## config.mk

```make
export PLATFORM = sky130hd
export DESIGN_NAME = pcc_top
export DESIGN_NICKNAME = d
export VERILOG_FILES = /design/src/pkg/pcc_pkg.sv /design/src/pkg/pcc_pfd_if.sv /design/src/verilog/pcc_div.sv /design/src/verilog/pcc_pfd.sv /design/src/verilog/pcc_top.sv
export SDC_FILE = /design/constraint.sdc
export NUM_CORES = 1
export LEC_CHECK = 0
export BUFFER_PORTS_ARGS = -buffer_cell sky130_fd_sc_hd__buf_4
export CAP_MARGIN = 15
export CELL_PAD_IN_SITES_DETAIL_PLACEMENT = 0
export CELL_PAD_IN_SITES_GLOBAL_PLACEMENT = 1
export CORE_ASPECT_RATIO = 1.1
export CORE_MARGIN = 5
export CORE_UTILIZATION = 44
export CTS_CLUSTER_DIAMETER = 40
export CTS_CLUSTER_SIZE = 16
export DETAILED_ROUTE_END_ITERATION = 8
export PLACE_DENSITY = 0.79
export SYNTH_ARGS = -nofsm -noshare
export SYNTH_HDL_FRONTEND = slang
export SYNTH_SLANG_ARGS = --single-unit
```

## constraint.sdc

```tcl
create_clock -name core_clk_in -period 2.2 [get_ports core_clk_in]
set_clock_uncertainty 0.05 [all_clocks]
set_input_delay 0.33 -clock core_clk_in [delete_from_list [all_inputs] [get_ports core_clk_in]]
set_output_delay 0.33 -clock core_clk_in [all_outputs]
set_load 0.005 [all_outputs]
```

## src/pkg/pcc_pkg.sv

```systemverilog
// Package with register map, field layout and reset values of the clock control block.
package pcc_pkg;

  // ****************************************************************
  // Register map
  // ****************************************************************
  localparam int ADDR_W = 10;
  localparam logic [9:0] OFS_PLL_MAIN_CONTROL = 10'h010;
  localparam logic [9:0] OFS_BACKLASH_PULSE_CONTROL = 10'h017;
  localparam logic [9:0] OFS_OSC_CAL_CONTROL = 10'h018;
  localparam logic [9:0] OFS_PUMP_CURRENT_CONTROL = 10'h01e;
  localparam logic [9:0] OFS_OSC_DIVIDER_CONTROL = 10'h1e0;
  localparam logic [9:0] OFS_INPUT_SOURCE_SELECT = 10'h1e1;
  localparam logic [9:0] OFS_BLOCK_STATUS = 10'h1f0;
  localparam logic [9:0] OFS_SETTINGS_UPDATE_STROBE = 10'h232;

  // ****************************************************************
  // Field positions
  // ****************************************************************
  localparam int PWR_LSB = 0;
  localparam int CPM_LSB = 4;
  localparam int POL_BIT = 7;
  localparam int ABL_LSB = 0;
  localparam int CAL_BIT = 0;
  localparam int ICP_LSB = 0;
  localparam int DIV_LSB = 0;
  localparam int BYPASS_BIT = 0;
  localparam int SRC_BIT = 1;
  localparam int UPD_BIT = 0;

  // ****************************************************************
  // Field values and reset values
  // ****************************************************************
  localparam logic [1:0] PWR_NORMAL = 2'h0;
  localparam logic [1:0] PWR_ASYNC_PD = 2'h1;
  localparam logic [2:0] CPM_HIZ = 3'h0;
  localparam logic [2:0] CPM_FORCE_UP = 3'h1;
  localparam logic [2:0] CPM_FORCE_DN = 3'h2;
  localparam logic [2:0] CPM_NORMAL = 3'h3;
  localparam logic [7:0] UPD_VALUE = 8'h01;
  localparam logic [2:0] DIV_BASE = 3'h2;
  localparam logic [2:0] DIV_CODE_MAX = 3'h4;
  localparam logic [7:0] RST_PLL_MAIN_CONTROL = 8'h01;
  localparam logic [7:0] RST_BACKLASH_PULSE_CONTROL = 8'h00;
  localparam logic [7:0] RST_OSC_CAL_CONTROL = 8'h00;
  localparam logic [7:0] RST_PUMP_CURRENT_CONTROL = 8'h00;
  localparam logic [7:0] RST_OSC_DIVIDER_CONTROL = 8'h02;
  localparam logic [7:0] RST_INPUT_SOURCE_SELECT = 8'h00;
  localparam int CAL_CNT_W = 8;

endpackage

```

## src/pkg/pcc_pfd_if.sv

```systemverilog
// Interface between the control core and the phase detector.
`timescale 1ns/10ps
`default_nettype none
interface pcc_pfd_if;
  logic ref_evt;
  logic fb_evt;
  logic en;
  logic [1:0] abl_sel;
  logic up;
  logic dn;
  modport det (input ref_evt, input fb_evt, input en, input abl_sel, output up, output dn);
  modport ctl (output ref_evt, output fb_evt, output en, output abl_sel, input up, input dn);
endinterface
`default_nettype wire

```

## src/verilog/pcc_div.sv

```systemverilog
// Pulse divider that passes one source tick in every two to six.
`timescale 1ns/10ps
`default_nettype none
module pcc_div
  import pcc_pkg::*;
(
  input wire logic core_clk_in,
  input wire logic rst_in,
  input wire logic tick_in,
  input wire logic [2:0] ratio_code_in,
  output logic pulse_out
);

  typedef struct packed {
    logic [2:0] cnt;
    logic pulse;
  } pcc_div_st_t;

  pcc_div_st_t st_reg;
  pcc_div_st_t st_next;
  logic [2:0] last;

  // Codes above the largest ratio are held at divide-by-6.
  assign last = (ratio_code_in > DIV_CODE_MAX) ? (DIV_CODE_MAX + DIV_BASE - 3'h1)
                                               : (ratio_code_in + DIV_BASE - 3'h1);

  always_comb begin
    st_next = st_reg;
    st_next.pulse = 1'b0;
    if (tick_in) begin
      if (st_reg.cnt >= last) begin
        st_next.cnt = 3'h0;
        st_next.pulse = 1'b1;
      end else begin
        st_next.cnt = st_reg.cnt + 3'h1;
      end
    end
  end

  always_ff @(posedge core_clk_in) begin
    if (rst_in) begin
      st_reg <= '0;
    end else begin
      st_reg <= st_next;
    end
  end

  assign pulse_out = st_reg.pulse;

endmodule
`default_nettype wire

```

## src/verilog/pcc_pfd.sv

```systemverilog
// Phase frequency detector with a programmable antibacklash overlap.
`timescale 1ns/10ps
`default_nettype none
module pcc_pfd
  import pcc_pkg::*;
(
  input wire logic core_clk_in,
  input wire logic rst_in,
  pcc_pfd_if.det pfd
);

  typedef struct packed {
    logic up;
    logic dn;
    logic [1:0] abl_cnt;
  } pcc_pfd_st_t;

  pcc_pfd_st_t st_reg;
  pcc_pfd_st_t st_next;

  always_comb begin
    st_next = st_reg;
    if (!pfd.en) begin
      st_next = '0;
    end else begin
      // A reference edge asks for more frequency, a feedback edge for less.
      st_next.up = st_reg.up | pfd.ref_evt;
      st_next.dn = st_reg.dn | pfd.fb_evt;
      // Both outputs overlap for abl_sel+1 cycles before reset, so no dead zone.
      if (st_reg.up && st_reg.dn) begin
        if (st_reg.abl_cnt == pfd.abl_sel) begin
          st_next.up = pfd.ref_evt;
          st_next.dn = pfd.fb_evt;
          st_next.abl_cnt = 2'h0;
        end else begin
          st_next.abl_cnt = st_reg.abl_cnt + 2'h1;
        end
      end
    end
  end

  always_ff @(posedge core_clk_in) begin
    if (rst_in) begin
      st_reg <= '0;
    end else begin
      st_reg <= st_next;
    end
  end

  assign pfd.up = st_reg.up;
  assign pfd.dn = st_reg.dn;

endmodule
`default_nettype wire

```

## src/verilog/pcc_top.sv

```systemverilog
// Clock control core: staged registers, update transfer, routing, pump and calibration.
//
// Behaviour
// power field 01b powers down, 00b runs.
// bypass bit feeds distribution straight from source.
// source bit 0 selects external clock input.
// polarity bit 0 positive, 1 negative.
// staged values act only after update write.
// software sets normal power and bypass below limit.
// detector compares reference and feedback divider outputs.
// two-bit field sets antibacklash pulse width.
// pump mode: high-z, normal, force up, down.
// pump current in eight equal steps.
// normal mode pumps per detector result.
// polarity applies only with external oscillator.
// software calibrates at setup and frequency change.
// calibration needs reference and toggling divider.
// calibration bit plus update starts a run.
// source bit 1 selects internal oscillator.
// three-bit field sets divide ratio two to six.
// update strobe clears itself after transfer.
`timescale 1ns/10ps
`default_nettype none
module pcc_top
  import pcc_pkg::*;
#(
  parameter int CAL_REF_EDGES = 16
)
(
  input wire logic core_clk_in,
  input wire logic rst_in,
  input wire logic [ADDR_W-1:0] addr_in,
  input wire logic [7:0] wr_data_in,
  input wire logic wr_en_in,
  input wire logic rd_en_in,
  output logic [7:0] rd_data_out,
  input wire logic ref_div_in,
  input wire logic fb_div_in,
  input wire logic ext_clk_in,
  input wire logic osc_clk_in,
  output logic pll_off_out,
  output logic pump_up_out,
  output logic pump_dn_out,
  output logic pump_hiz_out,
  output logic [2:0] pump_current_out,
  output logic osc_sel_out,
  output logic dist_tick_out,
  output logic cal_busy_out
);

  // ****************************************************************
  // State
  // ****************************************************************
  typedef struct packed {
    logic [3:0] s1;
    logic [3:0] s2;
    logic [3:0] s3;
    logic [7:0] main_ctl;
    logic [7:0] abl_ctl;
    logic [7:0] cal_ctl;
    logic [7:0] icp_ctl;
    logic [7:0] div_ctl;
    logic [7:0] src_ctl;
    logic upd;
    logic [7:0] a_main;
    logic [1:0] a_abl;
    logic a_cal;
    logic [2:0] a_icp;
    logic [2:0] a_div;
    logic a_bypass;
    logic a_src;
    logic cal_busy;
    logic cal_done;
    logic div_seen;
    logic [CAL_CNT_W-1:0] cal_cnt;
    logic [7:0] rdata;
    logic pll_off;
    logic up;
    logic dn;
    logic hiz;
    logic dist_tick;
  } pcc_st_t;

  pcc_st_t st_reg;
  pcc_st_t st_next;

  pcc_pfd_if pfd_bus ();

  logic [3:0] rise;
  logic src_tick;
  logic div_pulse;
  logic run;
  logic swap;
  logic [2:0] cp_mode;
  logic [7:0] status;
  logic [CAL_CNT_W-1:0] cal_last;

  // Bit order of the synchroniser: 0 reference, 1 feedback, 2 external, 3 oscillator.
  assign rise = st_reg.s2 & ~st_reg.s3;
  assign src_tick = st_reg.a_src ? rise[3] : rise[2];
  assign run = (st_reg.a_main[PWR_LSB+:2] == PWR_NORMAL);
  assign cp_mode = st_reg.a_main[CPM_LSB+:3];
  // Polarity is honoured only while the external clock is in the loop.
  assign swap = st_reg.a_main[POL_BIT] && !st_reg.a_src;
  assign cal_last = CAL_CNT_W'(CAL_REF_EDGES - 1);
  assign status = {2'h0, st_reg.a_bypass, st_reg.a_src, st_reg.upd,
                   st_reg.cal_done, st_reg.cal_busy, st_reg.pll_off};

  // ****************************************************************
  // Detector and divider
  // ****************************************************************
  assign pfd_bus.ref_evt = rise[0];
  assign pfd_bus.fb_evt = rise[1];
  assign pfd_bus.en = run && !st_reg.cal_busy;
  assign pfd_bus.abl_sel = st_reg.a_abl;

  pcc_pfd u_pfd (
    .core_clk_in(core_clk_in),
    .rst_in(rst_in),
    .pfd(pfd_bus.det)
  );

  pcc_div u_div (
    .core_clk_in(core_clk_in),
    .rst_in(rst_in),
    .tick_in(src_tick),
    .ratio_code_in(st_reg.a_div),
    .pulse_out(div_pulse)
  );

  // ****************************************************************
  // Next state
  // ****************************************************************
  always_comb begin
    st_next = st_reg;
    st_next.s1 = {osc_clk_in, ext_clk_in, fb_div_in, ref_div_in};
    st_next.s2 = st_reg.s1;
    st_next.s3 = st_reg.s2;

    // Staged settings move into use one cycle after the update write.
    if (st_reg.upd) begin
      st_next.a_main = st_reg.main_ctl;
      st_next.a_abl = st_reg.abl_ctl[ABL_LSB+:2];
      st_next.a_cal = st_reg.cal_ctl[CAL_BIT];
      st_next.a_icp = st_reg.icp_ctl[ICP_LSB+:3];
      st_next.a_div = st_reg.div_ctl[DIV_LSB+:3];
      st_next.a_bypass = st_reg.src_ctl[BYPASS_BIT];
      st_next.a_src = st_reg.src_ctl[SRC_BIT];
      st_next.upd = 1'b0;
      // A run starts on the calibration bit going from 0 to 1 in use.
      if (st_reg.cal_ctl[CAL_BIT] && !st_reg.a_cal) begin
        st_next.cal_busy = 1'b1;
        st_next.cal_done = 1'b0;
        st_next.cal_cnt = '0;
        st_next.div_seen = 1'b0;
      end
    end

    // Register writes; an update write beside a transfer wins over the clear.
    if (wr_en_in) begin
      case (addr_in)
        OFS_PLL_MAIN_CONTROL: st_next.main_ctl = wr_data_in;
        OFS_BACKLASH_PULSE_CONTROL: st_next.abl_ctl = {6'h0, wr_data_in[ABL_LSB+:2]};
        OFS_OSC_CAL_CONTROL: st_next.cal_ctl = {7'h0, wr_data_in[CAL_BIT]};
        OFS_PUMP_CURRENT_CONTROL: st_next.icp_ctl = {5'h0, wr_data_in[ICP_LSB+:3]};
        OFS_OSC_DIVIDER_CONTROL: st_next.div_ctl = {5'h0, wr_data_in[DIV_LSB+:3]};
        OFS_INPUT_SOURCE_SELECT: st_next.src_ctl = {6'h0, wr_data_in[SRC_BIT:BYPASS_BIT]};
        OFS_SETTINGS_UPDATE_STROBE: begin
          if (wr_data_in == UPD_VALUE) begin
            st_next.upd = 1'b1;
          end
        end
        default: begin
        end
      endcase
    end

    // Calibration counts reference edges, each preceded by a divider tick.
    if (st_reg.cal_busy && !st_reg.upd) begin
      if (div_pulse) begin
        st_next.div_seen = 1'b1;
      end
      if (rise[0]) begin
        st_next.div_seen = div_pulse;
        if (st_reg.div_seen) begin
          if (st_reg.cal_cnt == cal_last) begin
            st_next.cal_busy = 1'b0;
            st_next.cal_done = 1'b1;
          end else begin
            st_next.cal_cnt = st_reg.cal_cnt + CAL_CNT_W'(1);
          end
        end
      end
    end

    // Charge pump drive.
    st_next.pll_off = !run;
    st_next.up = 1'b0;
    st_next.dn = 1'b0;
    st_next.hiz = 1'b1;
    if (run && !st_reg.cal_busy) begin
      case (cp_mode)
        CPM_NORMAL: begin
          st_next.hiz = 1'b0;
          st_next.up = swap ? pfd_bus.dn : pfd_bus.up;
          st_next.dn = swap ? pfd_bus.up : pfd_bus.dn;
        end
        CPM_FORCE_UP: begin
          st_next.hiz = 1'b0;
          st_next.up = 1'b1;
        end
        CPM_FORCE_DN: begin
          st_next.hiz = 1'b0;
          st_next.dn = 1'b1;
        end
        default: begin
          st_next.hiz = 1'b1;
        end
      endcase
    end

    // Distribution tick, straight from the source or through the divider.
    st_next.dist_tick = st_reg.a_bypass ? src_tick : div_pulse;

    // Read data stand only in the cycle after the read strobe.
    st_next.rdata = 8'h00;
    if (rd_en_in) begin
      case (addr_in)
        OFS_PLL_MAIN_CONTROL: st_next.rdata = st_reg.main_ctl;
        OFS_BACKLASH_PULSE_CONTROL: st_next.rdata = st_reg.abl_ctl;
        OFS_OSC_CAL_CONTROL: st_next.rdata = st_reg.cal_ctl;
        OFS_PUMP_CURRENT_CONTROL: st_next.rdata = st_reg.icp_ctl;
        OFS_OSC_DIVIDER_CONTROL: st_next.rdata = st_reg.div_ctl;
        OFS_INPUT_SOURCE_SELECT: st_next.rdata = st_reg.src_ctl;
        OFS_SETTINGS_UPDATE_STROBE: st_next.rdata = {7'h0, st_reg.upd};
        OFS_BLOCK_STATUS: st_next.rdata = status;
        default: st_next.rdata = 8'h00;
      endcase
    end
  end

  // ****************************************************************
  // Registers
  // ****************************************************************
  always_ff @(posedge core_clk_in) begin
    if (rst_in) begin
      st_reg <= '0;
      st_reg.main_ctl <= RST_PLL_MAIN_CONTROL;
      st_reg.abl_ctl <= RST_BACKLASH_PULSE_CONTROL;
      st_reg.cal_ctl <= RST_OSC_CAL_CONTROL;
      st_reg.icp_ctl <= RST_PUMP_CURRENT_CONTROL;
      st_reg.div_ctl <= RST_OSC_DIVIDER_CONTROL;
      st_reg.src_ctl <= RST_INPUT_SOURCE_SELECT;
      st_reg.a_main <= RST_PLL_MAIN_CONTROL;
      st_reg.a_div <= RST_OSC_DIVIDER_CONTROL[2:0];
      st_reg.pll_off <= 1'b1;
      st_reg.hiz <= 1'b1;
    end else begin
      st_reg <= st_next;
    end
  end

  assign rd_data_out = st_reg.rdata;
  assign pll_off_out = st_reg.pll_off;
  assign pump_up_out = st_reg.up;
  assign pump_dn_out = st_reg.dn;
  assign pump_hiz_out = st_reg.hiz;
  assign pump_current_out = st_reg.a_icp;
  assign osc_sel_out = st_reg.a_src;
  assign dist_tick_out = st_reg.dist_tick;
  assign cal_busy_out = st_reg.cal_busy;

endmodule
`default_nettype wire

```

==> summary.md <==
| Metric | Value |
|---|---|
| Status | `complete, no violations` |
| Register bit count reported by yosys | `81` |
| Die area | `~10000 um2` |
| Critical Path RT | `2.40 ns` |
| Ys async rst share | `0%` |
| Peak supply drop | `0.3495 mV` |
| Final setup TNS | `0 ns` |
| HP Class | `input port to register` |
| Postcts setup bufs | `0` |
| IO Port Bufs | `43` |
| Cts bufs inserted | `9` |
| Post-Syn Area | `3586 um2` |
| Hpwl dp | `roughly 5.8 mm` |
| Maxcap violations | `0` |
| Crit path max-delay family | `compound AO/OA/AOI/OAI gates` |
| Fmax | `between 0.5 and 0.6 GHz` |
| Fin. max-slew vios | `0` |
| N_diodes | `0` |
| Post-CTS Resized | `0` |
| Initial antenna violation count | `0` |
| Min cycle time layout | `1.848 ns` |
| Final Core Density | `52.45%` |
| CP Cell Sequence | `inv_1 -> ha_1 -> o21ai_0 -> ha_1 -> a21o_1 -> a21o_1 -> a211oi_1` |
| CTS H-tree lvls | `3` |
| Final instance area | `4150 um2` |
| Sequential fraction of the synthesis area | `around 45%` |
| Clk sinks | `81` |
| Drt drc | `0` |
| R2r worst-path depth | `7` |
| Die height | `104.7 um` |
| Reg area | `~1600 um2` |
| RSZ-0062 raised after global routing | `false` |
| DR WL/cell | `about 15 um` |
| Synthesis-to-layout area growth | `15.74%` |
| Initial Util | `45.32%` |
| Number of synthesized flops with an enable pin | `0` |
| R2r setup slk | `0.35 ns` |
| Largest net degree at the start of global routing | `25` |
| DR pass1 iterations | `4` |
| Worst Setup Start Kind | `register` |
| Depth of the worst hold-timing path | `2` |
| CP Class | `register to register` |
| Slowest cell on the critical path | `dfxtp_1` |
| Lkg Pwr | `1.695 nW` |
| Nets@finish | `438` |
| Synthesized Nets | `between 400 and 500` |
| CTS root buf | `clkbuf_8` |
| First-pass GRT wire length | `13.19 mm` |
| Grt ovf | `0` |
| Multi-input gate area | `~1800 um2` |
| Worst Setup End Kind | `register` |
| Vias in the first global route | `2658` |
| Worst slew pin tran | `~0.50 ns` |
| Top FF cell, synth | `dfxtp_1` |
| Tot GR Track Use | `between 10% and 20%` |
| CP arrival | `2.05 ns` |
| DRT iter0 DRCs | `123` |
| CP max stage delay | `0.38 ns` |
| Final ANT Viol Nets | `0` |
| Die X | `roughly 96 um` |
| Via-to-Cell Ratio | `5.380` |
| Buf/Inv on CP | `1` |
| Number of setup violations in the final report | `0` |
| Clock Path Buffers | `2` |
| Placement row count | `34` |
| Reg-to-reg critical path endpoint | `u_div.st_reg[1]` |
| Cts hold-fix bufs | `0` |
| Power per standard cell area | `648.1 nW/um2` |
| Clk_lat worst skew | `0.35 ns` |
| Core area | `7913 um2` |
| Worst setup path end | `u_div.st_reg[1]` |
| Synth Instances | `between 300 and 400` |
| Routed wire length | `8.004 mm` |
| Reg clk slew, reported paths | `0.07 ns` |
| Share of layout cells above drive strength 1 | `19.27%` |
| Distinct cells, synth | `50` |
| Origin of the critical flop-to-flop path | `st_reg[26]` |
| TritonCTS clock tree | `done` |
| Routed vias | `2787` |
| Worst path depth | `7` |
| Max reg flops | `42` |
| Mean Syn Cell Area | `9.692 um2` |
| Relative slew slack | `66.32%` |
| Boundary Pins | `44` |
| Crit. Startpoint | `st_reg[26]` |
| Final Cycle Share | `84.02%` |
| Post-Place Cell Area | `3955 um2` |
| Hold Slack | `0.1451 ns` |
| Syn. warnings | `0` |
| Fill cells | `776` |
| Crit path max fanout | `4` |
| Gpl congestion | `0.8776` |
| Final Hold Vio Count | `0` |
-- synthesized netlist by cell type, types with 3 or more instances --
library cell	number	area [um2]
a211oi_1	3	22.52
a21oi_1	13	65.06
a32oi_1	8	70.07
and3_1	9	56.30
and4_1	3	26.28
and4b_1	3	30.03
buf_4	11	82.58
clkbuf_1	13	48.80
dfxtp_1	81	1622
ha_1	7	87.58
inv_1	9	33.78
mux2_2	3	33.78
mux2i_1	38	380.4
nand2_1	12	45.04
nand2b_1	3	18.77
nand3_1	10	50.05
nand3b_1	3	22.52
nand4_1	8	50.05
nor2_1	44	165.2
nor2b_1	20	125.1
nor3_1	5	25.02
nor4_1	4	25.02
nor4b_1	3	26.28
o211ai_1	5	37.54
o21ai_0	7	35.03
o31ai_1	3	22.52
or3_1	3	18.77
or4_1	5	37.54
xnor2_1	4	35.03
-- how the worst min path moves through the flow --
stage,end,slack (ns),start
2_1_floorplan,st_next[92],0.36,st_next[96]
3_3_place_gp,st_next[92],0.36,st_next[96]
3_5_place_dp,st_next[92],0.38,st_next[96]
4_1_cts,st_next[98],0.13,ext_clk_in
5_1_grt,st_next[98],0.14,ext_clk_in
6_report,st_next[98],0.15,ext_clk_in
-- layer usage --
metal | track usage, % | part of all wire [%]
met4 | 7.012 | 2.0
met2 | 25.56 | 46
met1 | 22.53 | 46
met3 | 3.235 | 6.0
met5 | 0 | 0
-- worst reg2reg max path: cells and delay by family (launching register included) --
| kind | cells | cell delay [ns] |
|---|---|---|
| AO/OA/AOI/OAI | 4 | 0.82 |
| adder cells (fa/ha/maj) | 2 | 0.46 |
| buffers and inverters | 1 | 0.06 |
| flip-flops | 1 | 0.38 |
-- placed cells by master (no fill, tap or decap), drive strengths merged, types with 3 or more instances in the layout --
cell type	synthesis	layout
nor2	44	44
nor4b	4	4
nand3b	3	3
o211ai	5	5
a211oi	3	3
nand2	12	12
clkbuf	13	10
xnor2	4	4
or4	5	5
nor3	6	6
nand3	10	10
nand4	9	9
o21ai	7	7
or3	3	3
a21oi	13	13
nand2b	3	3
and4b	3	3
mux2	3	3
buf	13	50
ha	7	7
nor2b	20	20
dfxtp	81	81
and3	9	9
a32oi	8	8
and4	3	3
mux2i	38	38
o31ai	4	4
clkinv	0	4
inv	9	9
nor4	6	6
-- cell type report --
cell class | count | area share, %
flip-flops and latches | 81 | 39.07
clock buffers | 10 | 3.316
multi-input cells | 254 | 43.11
clock inverters | 6 | 1.387
well taps | 108 | 3.256
inverters | 9 | 0.8140
repair buffers | 50 | 9.044
-- where the power goes --
group	total, mW	leakage (nW)	switching [mW]	internal [mW]
clock	1.07	0.102	0.527	0.547
combinational	0.137	0.939	0.0801	0.0570
sequential	1.48	0.655	0.00382	1.47
total	2.69	1.69	0.611	2.08
-- kinds of logic (layout without fill, tap and decap cells) --
family | count (synthesis) | after routing | share of synthesized area, %
multiplexers | 41 | 41 | 11.55
XOR/XNOR | 5 | 5 | 1.221
buffers and inverters | 35 | 75 | 4.885
AO/OA/AOI/OAI | 52 | 52 | 10.08
flip-flops | 81 | 81 | 45.22
adder cells (fa/ha/maj) | 7 | 7 | 2.442
AND/OR/NAND/NOR | 149 | 149 | 24.60
-- through the flow --
step	total power, mW	worst slack, ns	instances
4_1_cts	2.724	0.3215	518
3_3_place_gp	1.649	0.3274	502
2_1_floorplan	1.581	0.4999	370
5_1_grt	2.794	0.2009	518
3_5_place_dp	1.650	0.3263	502
6_report	2.690	0.3515	518
(Power assumes the default switching activity.)
